### src/shared/ssia_pkg.sv
// Constants, register map and carrier types for the slave status
// indicator and node-address block.
// Assumes a 25 MHz pclk and an APB master with 32-bit data.
package ssia_pkg;

  // ----------------------------------------------------------------
  // Register map (byte addresses)
  // ----------------------------------------------------------------
  localparam logic [11:0] SSIA_CTRL_OFS = 12'h000;
  localparam logic [11:0] SSIA_STAT_OFS = 12'h004;
  localparam logic [11:0] SSIA_ADDR_OFS = 12'h008;
  localparam logic [11:0] SSIA_UNIT_OFS = 12'h00C;
  localparam logic [11:0] SSIA_AMP_OFS = 12'h010;

  // CTRL fields
  localparam int CTRL_STATE_LSB = 0;     // 2-bit comm state
  localparam int CTRL_SETERR_BIT = 2;
  localparam int CTRL_SYNCERR_BIT = 3;
  localparam int CTRL_BOOTERR_BIT = 4;
  localparam int CTRL_WDOG_BIT = 5;
  localparam int CTRL_DUPCLR_BIT = 6;    // write 1 clears duplicate flag
  localparam int CTRL_TOOLADDR_BIT = 7;  // master assigns by tool
  localparam int CTRL_SENSOK_BIT = 8;
  localparam int CTRL_SENSERR_BIT = 9;
  localparam int CTRL_TOOLVAL_LSB = 16;  // 10-bit tool address
  localparam logic [31:0] CTRL_RST = 32'h0000_0000;

  // STAT fields
  localparam int STAT_DUP_BIT = 0;
  localparam int STAT_HALT_BIT = 1;
  localparam int STAT_BADSW_BIT = 2;
  localparam int STAT_LATCHED_BIT = 3;
  localparam int STAT_FROMTOOL_BIT = 4;

  // Amplifier count pins: local count [4:0], expansion counts 8 x 4 bits
  localparam int UNIT_LOCAL_W = 5;
  localparam int EXP_CNT_W = 4;

  // ----------------------------------------------------------------
  // Node address and sensor limits
  // ----------------------------------------------------------------
  localparam logic [9:0] NODE_ADDR_DEFAULT = 10'h000;
  localparam logic [9:0] NODE_ADDR_MAX = 10'h3E5;   // 997
  localparam logic [9:0] WEIGHT_HUND = 10'h064;     // 100
  localparam logic [9:0] WEIGHT_TENS = 10'h00A;     // 10
  localparam int MAX_AMPS = 30;
  localparam int MAX_EXP = 8;
  localparam logic [4:0] FIRST_UNIT_NUM = 5'h01;

  // ----------------------------------------------------------------
  // Lamp timing (periods in ms / half periods)
  // ----------------------------------------------------------------
  localparam int CLK_HZ = 25_000_000;
  localparam int BLINK_HALF_MS = 200;
  localparam int FLASH_ON_MS = 200;
  localparam int FLASH_OFF_MS = 1000;
  localparam int FLICK_HALF_MS = 50;
  localparam int BLINK_HALF_CYC = CLK_HZ / 1000 * BLINK_HALF_MS;
  localparam int FLASH_ON_CYC = CLK_HZ / 1000 * FLASH_ON_MS;
  localparam int FLASH_OFF_CYC = CLK_HZ / 1000 * FLASH_OFF_MS;
  localparam int FLICK_HALF_CYC = CLK_HZ / 1000 * FLICK_HALF_MS;

  // ----------------------------------------------------------------
  // Types
  // ----------------------------------------------------------------
  typedef enum logic [1:0] {
    SSIA_ST_INIT,
    SSIA_ST_PREOP,
    SSIA_ST_SAFEOP,
    SSIA_ST_OP
  } ssia_comm_t;

  typedef enum logic [2:0] {
    SSIA_PAT_OFF,
    SSIA_PAT_ON,
    SSIA_PAT_BLINK,
    SSIA_PAT_FLASH,
    SSIA_PAT_FLICK
  } ssia_pat_t;

  typedef struct packed {
    logic power;
    logic link_in;
    logic link_out;
    logic state;
    logic fault;
    logic sens_green;
    logic sens_red;
  } ssia_lamps_t;

  typedef struct packed {
    logic [3:0] hund;
    logic [3:0] tens;
    logic [3:0] ones;
  } ssia_switch_t;

endpackage

### src/rtl/ssia_link_lamp.sv
// One port link/activity lamp driver.
// Assumes link and activity inputs already synchronised to pclk.
module ssia_link_lamp
  import ssia_pkg::*;
(
  // Port status
  input wire logic link_up,
  input wire logic activity,
  // Pattern source
  input wire logic flicker,
  // Lamp
  output logic lamp
);

  // Traffic only counts on an established link
  assign lamp = link_up & (activity ? flicker : 1'b1);

endmodule

### src/rtl/ssia_pattern_gen.sv
// Free-running lamp pattern generator: blink, single flash, flicker.
// Assumes a clock enable that freezes the counters while low.
module ssia_pattern_gen
  import ssia_pkg::*;
#(
  parameter int BLINK_HALF = BLINK_HALF_CYC,
  parameter int FLASH_ON = FLASH_ON_CYC,
  parameter int FLASH_OFF = FLASH_OFF_CYC,
  parameter int FLICK_HALF = FLICK_HALF_CYC
) (
  // Clock and reset
  input wire logic pclk,
  input wire logic presetn,
  input wire logic clk_en,
  // Patterns
  output logic blink,
  output logic flash,
  output logic flicker
);

  logic [24:0] blink_cnt_ff;
  logic [25:0] flash_cnt_ff;
  logic [24:0] flick_cnt_ff;
  logic blink_ff;
  logic flash_ff;
  logic flick_ff;
  logic blink_wrap;
  logic flash_wrap;
  logic flick_wrap;

  assign blink_wrap = blink_cnt_ff == 25'(BLINK_HALF - 1);
  assign flick_wrap = flick_cnt_ff == 25'(FLICK_HALF - 1);
  assign flash_wrap = flash_ff ? flash_cnt_ff == 26'(FLASH_ON - 1)
                               : flash_cnt_ff == 26'(FLASH_OFF - 1);

  always_ff @(posedge pclk or negedge presetn) begin
    if (!presetn) begin
      blink_cnt_ff <= '0;
      flash_cnt_ff <= '0;
      flick_cnt_ff <= '0;
      blink_ff <= 1'b0;
      flash_ff <= 1'b0;
      flick_ff <= 1'b0;
    end else if (clk_en) begin
      blink_cnt_ff <= blink_wrap ? '0 : blink_cnt_ff + 25'h1;
      flick_cnt_ff <= flick_wrap ? '0 : flick_cnt_ff + 25'h1;
      flash_cnt_ff <= flash_wrap ? '0 : flash_cnt_ff + 26'h1;
      if (blink_wrap) blink_ff <= ~blink_ff;
      if (flick_wrap) flick_ff <= ~flick_ff;
      if (flash_wrap) flash_ff <= ~flash_ff;
    end
  end

  assign blink = blink_ff;
  assign flash = flash_ff;
  assign flicker = flick_ff;

endmodule

### src/rtl/ssia_top.sv
// Status lamps, node-address capture and sensor numbering with an APB
// register file. Assumes pins arrive asynchronous to pclk.
//
// Our own choices: register access over APB and the address map.
module ssia_top
  import ssia_pkg::*;
#(
  parameter int BLINK_HALF = BLINK_HALF_CYC,
  parameter int FLASH_ON = FLASH_ON_CYC,
  parameter int FLASH_OFF = FLASH_OFF_CYC,
  parameter int FLICK_HALF = FLICK_HALF_CYC
) (
  // Clock and reset
  input wire logic pclk,
  input wire logic presetn,
  input wire logic clk_en,
  // APB slave
  input wire logic psel,
  input wire logic penable,
  input wire logic pwrite,
  input wire logic [11:0] paddr,
  input wire logic [31:0] pwdata,
  output logic [31:0] prdata,
  output logic pready,
  output logic pslverr,
  // Pins
  input wire logic unit_power,
  input wire logic link_in_up,
  input wire logic link_in_act,
  input wire logic link_out_up,
  input wire logic link_out_act,
  input wire ssia_switch_t node_switch,
  input wire logic dup_addr_det,
  input wire logic [4:0] local_amps,
  input wire logic [31:0] exp_amps,
  // Status out
  output ssia_lamps_t lamps,
  output logic [9:0] node_addr,
  output logic addr_from_tool,
  output logic op_halt
);

  // ----------------------------------------------------------------
  // Pin synchronisers
  // ----------------------------------------------------------------
  localparam int SYNC_W = 5 + 12 + 1 + 5 + 32;
  logic [SYNC_W-1:0] sync1_ff;
  logic [SYNC_W-1:0] sync2_ff;
  logic [SYNC_W-1:0] pins_raw;

  assign pins_raw = {unit_power, link_in_up, link_in_act, link_out_up,
                     link_out_act, node_switch, dup_addr_det, local_amps,
                     exp_amps};

  always_ff @(posedge pclk or negedge presetn) begin
    if (!presetn) begin
      sync1_ff <= '0;
      sync2_ff <= '0;
    end else if (clk_en) begin
      sync1_ff <= pins_raw;
      sync2_ff <= sync1_ff;
    end
  end

  logic s_power;
  logic s_in_up;
  logic s_in_act;
  logic s_out_up;
  logic s_out_act;
  ssia_switch_t s_sw;
  logic s_dup;
  logic [4:0] s_local;
  logic [31:0] s_exp;

  assign {s_power, s_in_up, s_in_act, s_out_up, s_out_act, s_sw, s_dup,
          s_local, s_exp} = sync2_ff;

  // ----------------------------------------------------------------
  // APB register file
  // ----------------------------------------------------------------
  logic [31:0] ctrl_ff;
  logic [31:0] nxt_ctrl;
  logic wr_en;
  logic rd_hit;
  logic sel_ctrl;
  logic sel_stat;
  logic sel_addr;
  logic sel_unit;
  logic sel_amp;
  logic [31:0] rd_mux;

  assign sel_ctrl = paddr == SSIA_CTRL_OFS;
  assign sel_stat = paddr == SSIA_STAT_OFS;
  assign sel_addr = paddr == SSIA_ADDR_OFS;
  assign sel_unit = paddr == SSIA_UNIT_OFS;
  assign sel_amp = paddr == SSIA_AMP_OFS;
  assign rd_hit = sel_ctrl | sel_stat | sel_addr | sel_unit | sel_amp;
  assign wr_en = psel & penable & pwrite & sel_ctrl & clk_en;
  // Zero-wait slave; unmapped addresses error
  assign pready = 1'b1;
  assign pslverr = psel & penable & ~rd_hit;
  // Self-clearing duplicate-clear strobe bit never stores
  assign nxt_ctrl = pwdata & ~(32'h1 << CTRL_DUPCLR_BIT);

  always_ff @(posedge pclk or negedge presetn) begin
    if (!presetn) begin
      ctrl_ff <= CTRL_RST;
    end else if (wr_en) begin
      ctrl_ff <= nxt_ctrl;
    end
  end

  ssia_comm_t comm_state;
  logic set_err;
  logic sync_err;
  logic boot_err;
  logic wdog_to;
  logic tool_mode;
  logic sens_ok;
  logic sens_err;
  logic [9:0] tool_addr;
  logic dup_clr;

  assign comm_state = ssia_comm_t'(ctrl_ff[CTRL_STATE_LSB +: 2]);
  assign set_err = ctrl_ff[CTRL_SETERR_BIT];
  assign sync_err = ctrl_ff[CTRL_SYNCERR_BIT];
  assign boot_err = ctrl_ff[CTRL_BOOTERR_BIT];
  assign wdog_to = ctrl_ff[CTRL_WDOG_BIT];
  assign tool_mode = ctrl_ff[CTRL_TOOLADDR_BIT];
  assign sens_ok = ctrl_ff[CTRL_SENSOK_BIT];
  assign sens_err = ctrl_ff[CTRL_SENSERR_BIT];
  assign tool_addr = ctrl_ff[CTRL_TOOLVAL_LSB +: 10];
  assign dup_clr = wr_en & pwdata[CTRL_DUPCLR_BIT];

  // ----------------------------------------------------------------
  // Node address capture
  // ----------------------------------------------------------------
  logic [1:0] settle_ff;
  logic latched_ff;
  logic [9:0] sw_addr_ff;
  logic [9:0] sw_dec;
  logic capture;
  logic bad_sw;
  logic sw_zero;

  assign sw_dec = 10'(s_sw.hund * WEIGHT_HUND)
                + 10'(s_sw.tens * WEIGHT_TENS)
                + 10'(s_sw.ones);
  // Wait for the synchroniser to fill before capture
  assign capture = clk_en & ~latched_ff & (settle_ff == 2'h3);

  always_ff @(posedge pclk or negedge presetn) begin
    if (!presetn) begin
      settle_ff <= 2'h0;
      latched_ff <= 1'b0;
      sw_addr_ff <= NODE_ADDR_DEFAULT;
    end else if (clk_en) begin
      if (settle_ff != 2'h3) settle_ff <= settle_ff + 2'h1;
      if (capture) begin
        latched_ff <= 1'b1;
        sw_addr_ff <= sw_dec;
      end
    end
  end

  assign sw_zero = sw_addr_ff == NODE_ADDR_DEFAULT;
  // 998/999 is an installer fault; flagged, never used
  assign bad_sw = latched_ff & (sw_addr_ff > NODE_ADDR_MAX);
  assign addr_from_tool = sw_zero | tool_mode;

  logic [9:0] nxt_node_addr;
  logic [9:0] node_addr_ff;

  assign nxt_node_addr = addr_from_tool ? tool_addr
                       : bad_sw ? NODE_ADDR_DEFAULT
                       : sw_addr_ff;

  always_ff @(posedge pclk or negedge presetn) begin
    if (!presetn) begin
      node_addr_ff <= NODE_ADDR_DEFAULT;
    end else if (clk_en) begin
      node_addr_ff <= nxt_node_addr;
    end
  end

  assign node_addr = node_addr_ff;

  // ----------------------------------------------------------------
  // Duplicate address: sticky, set wins over clear
  // ----------------------------------------------------------------
  logic dup_ff;

  always_ff @(posedge pclk or negedge presetn) begin
    if (!presetn) begin
      dup_ff <= 1'b0;
    end else if (clk_en) begin
      dup_ff <= s_dup | (dup_ff & ~dup_clr);
    end
  end

  assign op_halt = dup_ff | bad_sw;

  // ----------------------------------------------------------------
  // Sensor unit numbering
  // ----------------------------------------------------------------
  // Eight bits so an over-full chain cannot wrap below the cap
  logic [7:0] exp_cnt [MAX_EXP];
  logic [7:0] first_num [MAX_EXP + 1];
  logic [7:0] total_raw;
  logic [4:0] amp_total;

  assign first_num[0] = {3'h0, FIRST_UNIT_NUM};
  assign first_num[1] = first_num[0] + {3'h0, s_local};

  genvar gi;
  generate
    for (gi = 0; gi < MAX_EXP; gi++) begin : g_exp
      assign exp_cnt[gi] = {4'h0, s_exp[gi*EXP_CNT_W +: EXP_CNT_W]};
    end
    for (gi = 1; gi < MAX_EXP; gi++) begin : g_num
      assign first_num[gi+1] = first_num[gi] + exp_cnt[gi-1];
    end
  endgenerate

  // Units on the last expansion close the running count
  assign total_raw = first_num[MAX_EXP] + exp_cnt[MAX_EXP-1] - 8'h01;
  // Excess amplifiers beyond the cap are not numbered
  assign amp_total = (total_raw > 8'(MAX_AMPS)) ? 5'(MAX_AMPS)
                   : total_raw[4:0];

  logic [4:0] amp_total_ff;
  logic amp_over_ff;

  always_ff @(posedge pclk or negedge presetn) begin
    if (!presetn) begin
      amp_total_ff <= 5'h00;
      amp_over_ff <= 1'b0;
    end else if (clk_en) begin
      amp_total_ff <= amp_total;
      amp_over_ff <= total_raw > 8'(MAX_AMPS);
    end
  end

  // ----------------------------------------------------------------
  // Read mux
  // ----------------------------------------------------------------
  logic [31:0] stat_word;
  logic [31:0] first_word;

  assign stat_word = {27'h0, addr_from_tool, latched_ff, bad_sw,
                      op_halt, dup_ff};
  // First unit number of expansion units 0 to 5, low five bits each
  assign first_word = {1'b0, amp_over_ff, first_num[6][4:0],
                       first_num[5][4:0], first_num[4][4:0],
                       first_num[3][4:0], first_num[2][4:0],
                       first_num[1][4:0]};
  assign rd_mux = sel_ctrl ? ctrl_ff
                : sel_stat ? stat_word
                : sel_addr ? {22'h0, node_addr_ff}
                : sel_unit ? first_word
                : sel_amp ? {27'h0, amp_total_ff}
                : 32'h0000_0000;

  logic [31:0] prdata_ff;

  always_ff @(posedge pclk or negedge presetn) begin
    if (!presetn) begin
      prdata_ff <= 32'h0000_0000;
    end else if (clk_en && psel && !penable && !pwrite) begin
      prdata_ff <= rd_mux;
    end
  end

  assign prdata = prdata_ff;

  // ----------------------------------------------------------------
  // Lamps
  // ----------------------------------------------------------------
  logic pat_blink;
  logic pat_flash;
  logic pat_flick;

  ssia_pattern_gen #(
    .BLINK_HALF(BLINK_HALF),
    .FLASH_ON(FLASH_ON),
    .FLASH_OFF(FLASH_OFF),
    .FLICK_HALF(FLICK_HALF)
  ) u_pat (
    .pclk(pclk),
    .presetn(presetn),
    .clk_en(clk_en),
    .blink(pat_blink),
    .flash(pat_flash),
    .flicker(pat_flick)
  );

  logic lamp_in;
  logic lamp_out;

  ssia_link_lamp u_link_in (
    .link_up(s_in_up),
    .activity(s_in_act),
    .flicker(pat_flick),
    .lamp(lamp_in)
  );

  ssia_link_lamp u_link_out (
    .link_up(s_out_up),
    .activity(s_out_act),
    .flicker(pat_flick),
    .lamp(lamp_out)
  );

  ssia_pat_t state_pat;
  ssia_pat_t fault_pat;
  logic state_lamp;
  logic fault_lamp;

  always_comb begin
    case (comm_state)
      SSIA_ST_INIT: state_pat = SSIA_PAT_OFF;
      SSIA_ST_PREOP: state_pat = SSIA_PAT_BLINK;
      SSIA_ST_SAFEOP: state_pat = SSIA_PAT_FLASH;
      SSIA_ST_OP: state_pat = SSIA_PAT_ON;
      default: state_pat = SSIA_PAT_OFF;
    endcase
  end

  // Most severe fault wins
  assign fault_pat = wdog_to ? SSIA_PAT_ON
                   : boot_err ? SSIA_PAT_FLICK
                   : sync_err ? SSIA_PAT_FLASH
                   : set_err ? SSIA_PAT_BLINK
                   : SSIA_PAT_OFF;

  function automatic logic pat_level(input ssia_pat_t p, input logic b,
                                     input logic f, input logic k);
    case (p)
      SSIA_PAT_ON: pat_level = 1'b1;
      SSIA_PAT_BLINK: pat_level = b;
      SSIA_PAT_FLASH: pat_level = f;
      SSIA_PAT_FLICK: pat_level = k;
      default: pat_level = 1'b0;
    endcase
  endfunction

  assign state_lamp = pat_level(state_pat, pat_blink, pat_flash, pat_flick);
  assign fault_lamp = pat_level(fault_pat, pat_blink, pat_flash, pat_flick);

  ssia_lamps_t nxt_lamps;
  ssia_lamps_t lamps_ff;

  always_comb begin
    nxt_lamps.power = s_power;
    nxt_lamps.link_in = s_power & lamp_in;
    nxt_lamps.link_out = s_power & lamp_out;
    nxt_lamps.state = s_power & state_lamp;
    nxt_lamps.fault = s_power & fault_lamp;
    // Red overrides green; dark until software reports a result
    nxt_lamps.sens_red = s_power & sens_err;
    nxt_lamps.sens_green = s_power & sens_ok & ~sens_err;
  end

  always_ff @(posedge pclk or negedge presetn) begin
    if (!presetn) begin
      lamps_ff <= '0;
    end else if (clk_en) begin
      lamps_ff <= nxt_lamps;
    end
  end

  assign lamps = lamps_ff;

endmodule

### config.mk
export PLATFORM = sky130hd
export DESIGN_NAME = ssia_top
export DESIGN_NICKNAME = d
export VERILOG_FILES = /design/src/shared/ssia_pkg.sv /design/src/rtl/ssia_link_lamp.sv /design/src/rtl/ssia_pattern_gen.sv /design/src/rtl/ssia_top.sv
export SDC_FILE = /design/constraint.sdc
export NUM_CORES = 1
export LEC_CHECK = 0
export BUFFER_PORTS_ARGS = -buffer_cell sky130_fd_sc_hd__buf_2
export CAP_MARGIN = 20
export CORE_MARGIN = 4
export CORE_UTILIZATION = 45
export CTS_BUF_LIST = sky130_fd_sc_hd__clkbuf_16
export DETAILED_ROUTE_END_ITERATION = 6
export REMOVE_ABC_BUFFERS = 1
export SLEW_MARGIN = 20
export SYNTH_ARGS = -nofsm -noshare
export SYNTH_HDL_FRONTEND = slang
export SYNTH_SLANG_ARGS = --single-unit
### constraint.sdc
create_clock -name pclk -period 8.2 [get_ports pclk]
set_clock_uncertainty 0.15 [all_clocks]
set_input_delay 0.82 -clock pclk [delete_from_list [all_inputs] [get_ports pclk]]
set_output_delay 0.82 -clock pclk [all_outputs]
set_load 0.02 [all_outputs]
==> results of run 1 <==
final timing paths:
check,slack (ns),endpoint,startpoint,depth (start not counted)
worst min-delay path,0.18,u_pat.blink_cnt_ff[21],presetn,1
worst max-delay path,0.92,amp_total_ff[3],sync2_ff[32],26
worst min register to register,0.32,u_pat.flash_cnt_ff[25],u_pat.flash_cnt_ff[25],1
min in group pclk,0.32,u_pat.flash_cnt_ff[25],u_pat.flash_cnt_ff[25],1
max in group asynchronous,6.26,sync2_ff[16],presetn,2
worst max register to register,0.92,amp_total_ff[3],sync2_ff[32],26
placed cells by master (no fill, tap or decap), types with 7 or more instances in the layout:
cell       count
and3_1        11
dfrtp_1      289
nor3_1        18
a221oi_1      23
mux2_2       127
nor2_1       114
o21ai_0       62
buf_2        154
clkinv_1       9
nand2b_1      12
a21o_1        19
ha_1          66
clkbuf_16     37
nand3_1       50
nand4_1       22
nand2_1      122
nor2b_1       11
inv_1         79
a31oi_1       13
xor2_1        45
nor4b_1        7
a21oi_1       32
xnor2_1       50
fa_1          17
nor4_1        13
buf_4          7
worst max-delay path, delay by kind of cell, from the launching register on:
family,cells,cell delay [ns]
fa+ha+maj,8,3.12
buf+inv,4,0.32
flops,1,0.41
compound gates,7,1.30
simple gates,4,0.80
xor+xnor,3,1.04
per-stage QoR:
stage | std cells | cell area [µm²] | hold slack, ns
after floorplan | 1299 | 14500 | 0.292
after global placement | 1899 | 15900 | 0.311
after detailed placement | 1899 | 15900 | 0.314
after CTS | 1961 | 17000 | 0.281
after global routing | 1961 | 17000 | 0.302
final | 1961 | 17000 | 0.177
kinds of logic after synthesis:
family / count (synthesis)
muxes: 133
AOI/OAI and AO/OA: 201
buffers and inverters: 127
xor gates and xnor gates: 100
other: 1
and+or+nand+nor: 419
adders and majority gates: 83
DFF: 289
cell type report:
| class | instances | area share, % |
|---|---|---|
| clock buffers | 37 | 5.43 |
| clock inverters | 25 | 1.23 |
| inverters | 73 | 1.61 |
| multi-input cells | 937 | 40.9 |
| flip-flops and latches | 289 | 42.4 |
| well taps | 435 | 3.19 |
| repair buffers | 165 | 5.22 |
registers in the layout, summed over array words and instances, names as in the netlist, 2 cells and up:
register	flops
u_pat.blink_cnt_ff	25
ctrl_ff	31
u_pat.flash_cnt_ff	26
sync1_ff	55
settle_ff	2
sw_addr_ff	10
u_pat.flick_cnt_ff	25
node_addr	10
sync2_ff	55
amp_total_ff	5
lamps	7
prdata	32
routing by layer:
metal | vias to the layer above | GRT usage, %
li1 | 5052 | -
met1 | 5146 | 28.7
met2 | 289 | 29.9
met3 | 44 | 3.89
met4 | 2 | 3.67
met5 | - | 0
==> qor.txt, run 1 <==
clk slew on worst S/H paths: 0.06 ns
CTS resizes: 0
Max FO, Critical Path: 9
# DRC: 0
Die Y: 189 µm
Worst Tran Pin Value: 0.956 ns
top cell type's share of synthesized area: 49.3%
Reg area: 7230 µm²
leading area contributor after synthesis: dfrtp_1
number of synthesized register bits: 289
Post-Place Setup Slack: 1.04 ns
ys async rst share: 100%
Post-Synth XOR/XNOR Area: 6.39%
Post-CTS Setup Inserts: 0
Met1 Wirelength: 16.1 mm
Slew Viols, Final: 0
1st-iter DRT viols: 752
core area: 31,900 µm²
Mapped Cells: 1,353
Ant. Diodes: 0
vias in the first global route: 10,600
Antenna Nets Post-Route: 0
Post-Synth Adder-Cell Area: 7.95%
area added between synthesis and finish: 16.2%
setup TNS: 0 ns
Setup WS post-layout: 0.924 ns
Max Fclk: 137 MHz
RSZ-0062 raised after global routing: no
Ports: 158
main combinational cell family by area after synthesis: simple AND/OR/NAND/NOR gates
Worst Setup Path Type: reg -> reg
post-synthesis mux area share: 10.2%
number of placement rows: 65
Cell variety after synth: 69
initial antenna violation count: 1
most common cell in the netlist: dfrtp_1
post-synthesis simple-gate area fraction: 13.7%
area occupied by multi-input gates: 6970 µm²
Vias/cell: 5.37
DR WL met2: 15.3 mm
die width: 189 µm
final core utilization: 53.5%
part of the cycle the worst path needs: 88.7%
TritonCTS clock tree: done
pin count of the biggest net entering global routing: 171
HP Class: in -> async
Worst Setup Start Kind: flip-flop
fin nets: 1,689
clock root cell: clkbuf_16
post-synthesis sequential area ratio: 49.3%
CTS Sinks: 289
top post-synthesis cells by count: 289 x dfrtp_1, 127 x mux2_2, 122 x nand2_1
Total GRT Usage: 19.4%
number of enable flip-flop cells after synthesis: 0
Final Critical Period: 7.28 ns
Congestion Overflow GR: 0
via count: 10,500
MaxCap Viol Count: 0
endpoints failing setup: 0
result of the run: finished clean
Yosys warnings: 0
top cells by area, synth: dfrtp_1 49%, mux2_2 9.7%, ha_1 5.6%
Post-Route WL: 34.1 mm
Req. time, crit path: 8.43 ns
routability cong.: 0.847
DR pass1 iterations: 5
Worst path most repeated cell: ha_1
CP peak stage delay: 0.61 ns
Top Metal Used: met5
cts bufs inserted: 35
Worst slew margin: 36.2%
final hold vios: 0
Port Buffers: 156
Critical Path Sink Type: flip-flop
layout cells sized above 1: 23.6%
Initial Util: 46.0%
Avg Synthesized Cell Area: 10.8 µm²
Main synth FF type: dfrtp_1
HPWL after DPL: 24.2 mm
crit path DAT: 7.50 ns
clock latency on the worst-skew pair: 0.50 ns
Die Area: 35,600 µm²
Slowest cell on crit path: fa_1
DR WL/cell: 17.4 µm
Compound-Gate Fraction of Synth Area: 9.17%
Clock Path Buffers: 3
H-tree lvl count: 2
Synth Cell Area: 14,700 µm²
hold-fix buffers at CTS: 0
FILL cells: 2,938
first-pass GRT wire length: 56.4 mm
met3 routed wirelength: 2.16 mm
Power of run 1 is left out: the tool's default activity adds up to more than one toggle a clock period on the data nets, which glitch-free logic cannot reach.
==> run 2: changes to the inputs <==
--- a/config.mk
+++ b/config.mk
@@ -15,4 +15,5 @@
 export SLEW_MARGIN = 20
 export SYNTH_ARGS = -nofsm -noshare
 export SYNTH_HDL_FRONTEND = slang
+export SYNTH_HIERARCHICAL = 1
 export SYNTH_SLANG_ARGS = --single-unit
==> constraint.sdc (replaced) <==
create_clock -name pclk -period 8.4 [get_ports pclk]
set_clock_uncertainty 0.15 [all_clocks]
set_input_delay 0.84 -clock pclk [delete_from_list [all_inputs] [get_ports pclk]]
set_output_delay 0.84 -clock pclk [all_outputs]
set_load 0.02 [all_outputs]
==> run 2 against run 1 <==
Global-route usage fell by 0.24 points; maximum frequency fell by 1.0%; worst setup slack improved by 0.13 ns; final cell count rose by 2.5%; synthesized cell count rose by 3.0%; sequential share of layout area fell by 0.62 points; area after synthesis rose by 2.4%; critical path type unchanged.
==> qor.txt, run 2 <==
Setup crit start: sync2_ff[32]
Worst setup endpoint: amp_total_ff[4]
Yosys warnings: 6
fin nets: 1,735
Vias/cell: 5.32
Die Area: 36,400 µm²
clock root cell: clkbuf_16
Main synth FF type: dfrtp_1
Final Critical Period: 7.35 ns
Post-Route WL: 35.0 mm
layout cells sized above 1: 23.6%
final hold vios: 0
MaxCap Viol Count: 0
Hold Slack: 0.0203 ns
Worst slew margin: 26.3%
clock latency on the worst-skew pair: 0.56 ns
reg2reg setup slack: 1.05 ns
die width: 191 µm
dpl cell area: 16,300 µm²
Post-Synth XOR/XNOR Area: 5.82%
Slowest cell on crit path: a21oi_1
top post-synthesis cells by count: 289 x dfrtp_1, 131 x mux2_2, 128 x nand2_1
most common cell in the netlist: dfrtp_1
Final Non-Filler Cells: 2,010
post-synthesis simple-gate area fraction: 14.3%
Avg Synthesized Cell Area: 10.8 µm²
setup TNS: 0 ns
Mapped Cells: 1,394
Port Buffers: 156
H-tree lvl count: 1
Reg2Reg Depth: 29
Ports: 158
worst r2r src: sync2_ff[32]
Slew Viols, Final: 0
number of enable flip-flop cells after synthesis: 0
Ant. Diodes: 0
Initial Util: 46.0%
R2R Path End: amp_total_ff[4]
CP peak stage delay: 0.48 ns
CTS resizes: 0
vias in the first global route: 10,700
HP Class: in -> async
RSZ-0062 raised after global routing: no
HPWL after DPL: 25.3 mm
number of synthesized register bits: 289
Antenna Nets Post-Route: 0
most common cell after layout, fill and taps aside: dfrtp_1
pin count of the biggest net entering global routing: 136
via count: 10,700
Worst Setup Path Type: reg -> reg
cts bufs inserted: 31
result of the run: finished clean
Clock Path Buffers: 3
Congestion Overflow GR: 0
Worst Setup Start Kind: flip-flop
initial antenna violation count: 1
post-synthesis mux area share: 10.2%
CTS Sinks: 289
crit path DAT: 7.64 ns
Die Y: 191 µm
leading area contributor after synthesis: dfrtp_1
Post-CTS Setup Inserts: 0
first-pass GRT wire length: 56.7 mm
endpoints failing setup: 0
Max FO, Critical Path: 6
Synth Cell Area: 15,000 µm²
post-synthesis sequential area ratio: 48.1%
top cell type's share of synthesized area: 48.1%
TritonCTS clock tree: done
part of the cycle the worst path needs: 87.5%
DR WL/cell: 17.4 µm
top cells by area, synth: dfrtp_1 48%, mux2_2 9.8%, ha_1 5.6%
Total GRT Usage: 19.1%
routability cong.: 0.893
most frequent cells in the layout: 289 x dfrtp_1, 154 x buf_2, 131 x mux2_2, 128 x nand2_1, 106 x nor2_1
# DRC: 0
Worst Tran Pin Value: 1.10 ns
1st-iter DRT viols: 638
clk slew on worst S/H paths: 0.06 ns
DR pass1 iterations: 5
Compound-Gate Fraction of Synth Area: 10.1%
finished layout cell area: 17,300 µm²
Critical Path Sink Type: flip-flop
ys async rst share: 100%
number of placement rows: 66
Post-Synth Adder-Cell Area: 7.84%
Cell variety after synth: 84
placed cells: 1,954
area added between synthesis and finish: 15.1%
hold-fix buffers at CTS: 0
Max Fclk: 136 MHz
Worst path most repeated cell: ha_1
Req. time, crit path: 8.69 ns
core area: 32,700 µm²
main combinational cell family by area after synthesis: simple AND/OR/NAND/NOR gates
run 2: cell types whose count changed in the layout (fill, tap and decap cells not counted), sizes merged, moves of 6 or more:
| cell | change |
|---|---|
| inv | +20 |
| a22oi | +12 |
| a21oi | +10 |
| a221oi | -10 |
| o21ai | +8 |
| nand4 | +7 |
| clkbuf | -6 |
| clkinv | -6 |
| nand2 | +6 |
| nor2 | -6 |
run 2: how the worst min path moves through the flow:
stage / from / to / slack (ns) / depth (start not counted)
final: presetn / sync1_ff[8] / 0.02 / 1
after global routing: presetn / sync1_ff[8] / 0.05 / 1
after CTS: presetn / sync1_ff[8] / 0.30 / 1
after detailed placement: prdata[31] / prdata[31] / 0.30 / 2
after global placement: prdata[31] / prdata[31] / 0.29 / 2
after floorplan: u_pat/blink_cnt_ff[24] / u_pat/blink_cnt_ff[24] / 0.28 / 1
run 2: layout make-up:
class / instances / area [µm²]
fillers: 3018 / 15400
multi-input cells: 967 / 7290
flip-flops and latches: 289 / 7230
repair buffers: 169 / 918
clock buffers: 31 / 776
well taps: 442 / 553
inverters: 88 / 330
clock inverters: 24 / 205
run 2: worst max-delay path: cells and delay by family, from the launching register on:
family	cells	cell delay, ns
AO/OA/AOI/OAI	8	1.74
XOR/XNOR	7	1.57
flip-flops	1	0.40
adder cells (fa/ha/maj)	8	2.47
AND/OR/NAND/NOR	6	0.90
run 2: cells by family (layout without fill, tap and decap cells):
family / after synthesis / in the layout
adder cells (fa/ha/maj): 84 / 84
AO/OA/AOI/OAI: 229 / 229
AND/OR/NAND/NOR: 423 / 423
multiplexers: 137 / 137
other: 1 / 1
XOR/XNOR: 93 / 93
flip-flops: 289 / 289
buffers and inverters: 138 / 312
run 2: per-stage QoR:
stage	setup slack, ns	util [%]
5_1_grt	0.524	52.9
4_1_cts	1.12	52.8
2_1_floorplan	1.69	-
3_5_place_dp	1.11	49.8
6_report	1.05	52.9
3_3_place_gp	1.35	49.8
run 2: routing by layer:
layer	global-route usage [%]	up-vias	part of all wire (%)
met5	0	-	0.037
li1	-	5222	-
met3	3.09	56	4.9
met1	26.6	5208	46
met2	31.7	211	47
met4	4.36	2	2.3
Power of run 2 is left out for the same reason.
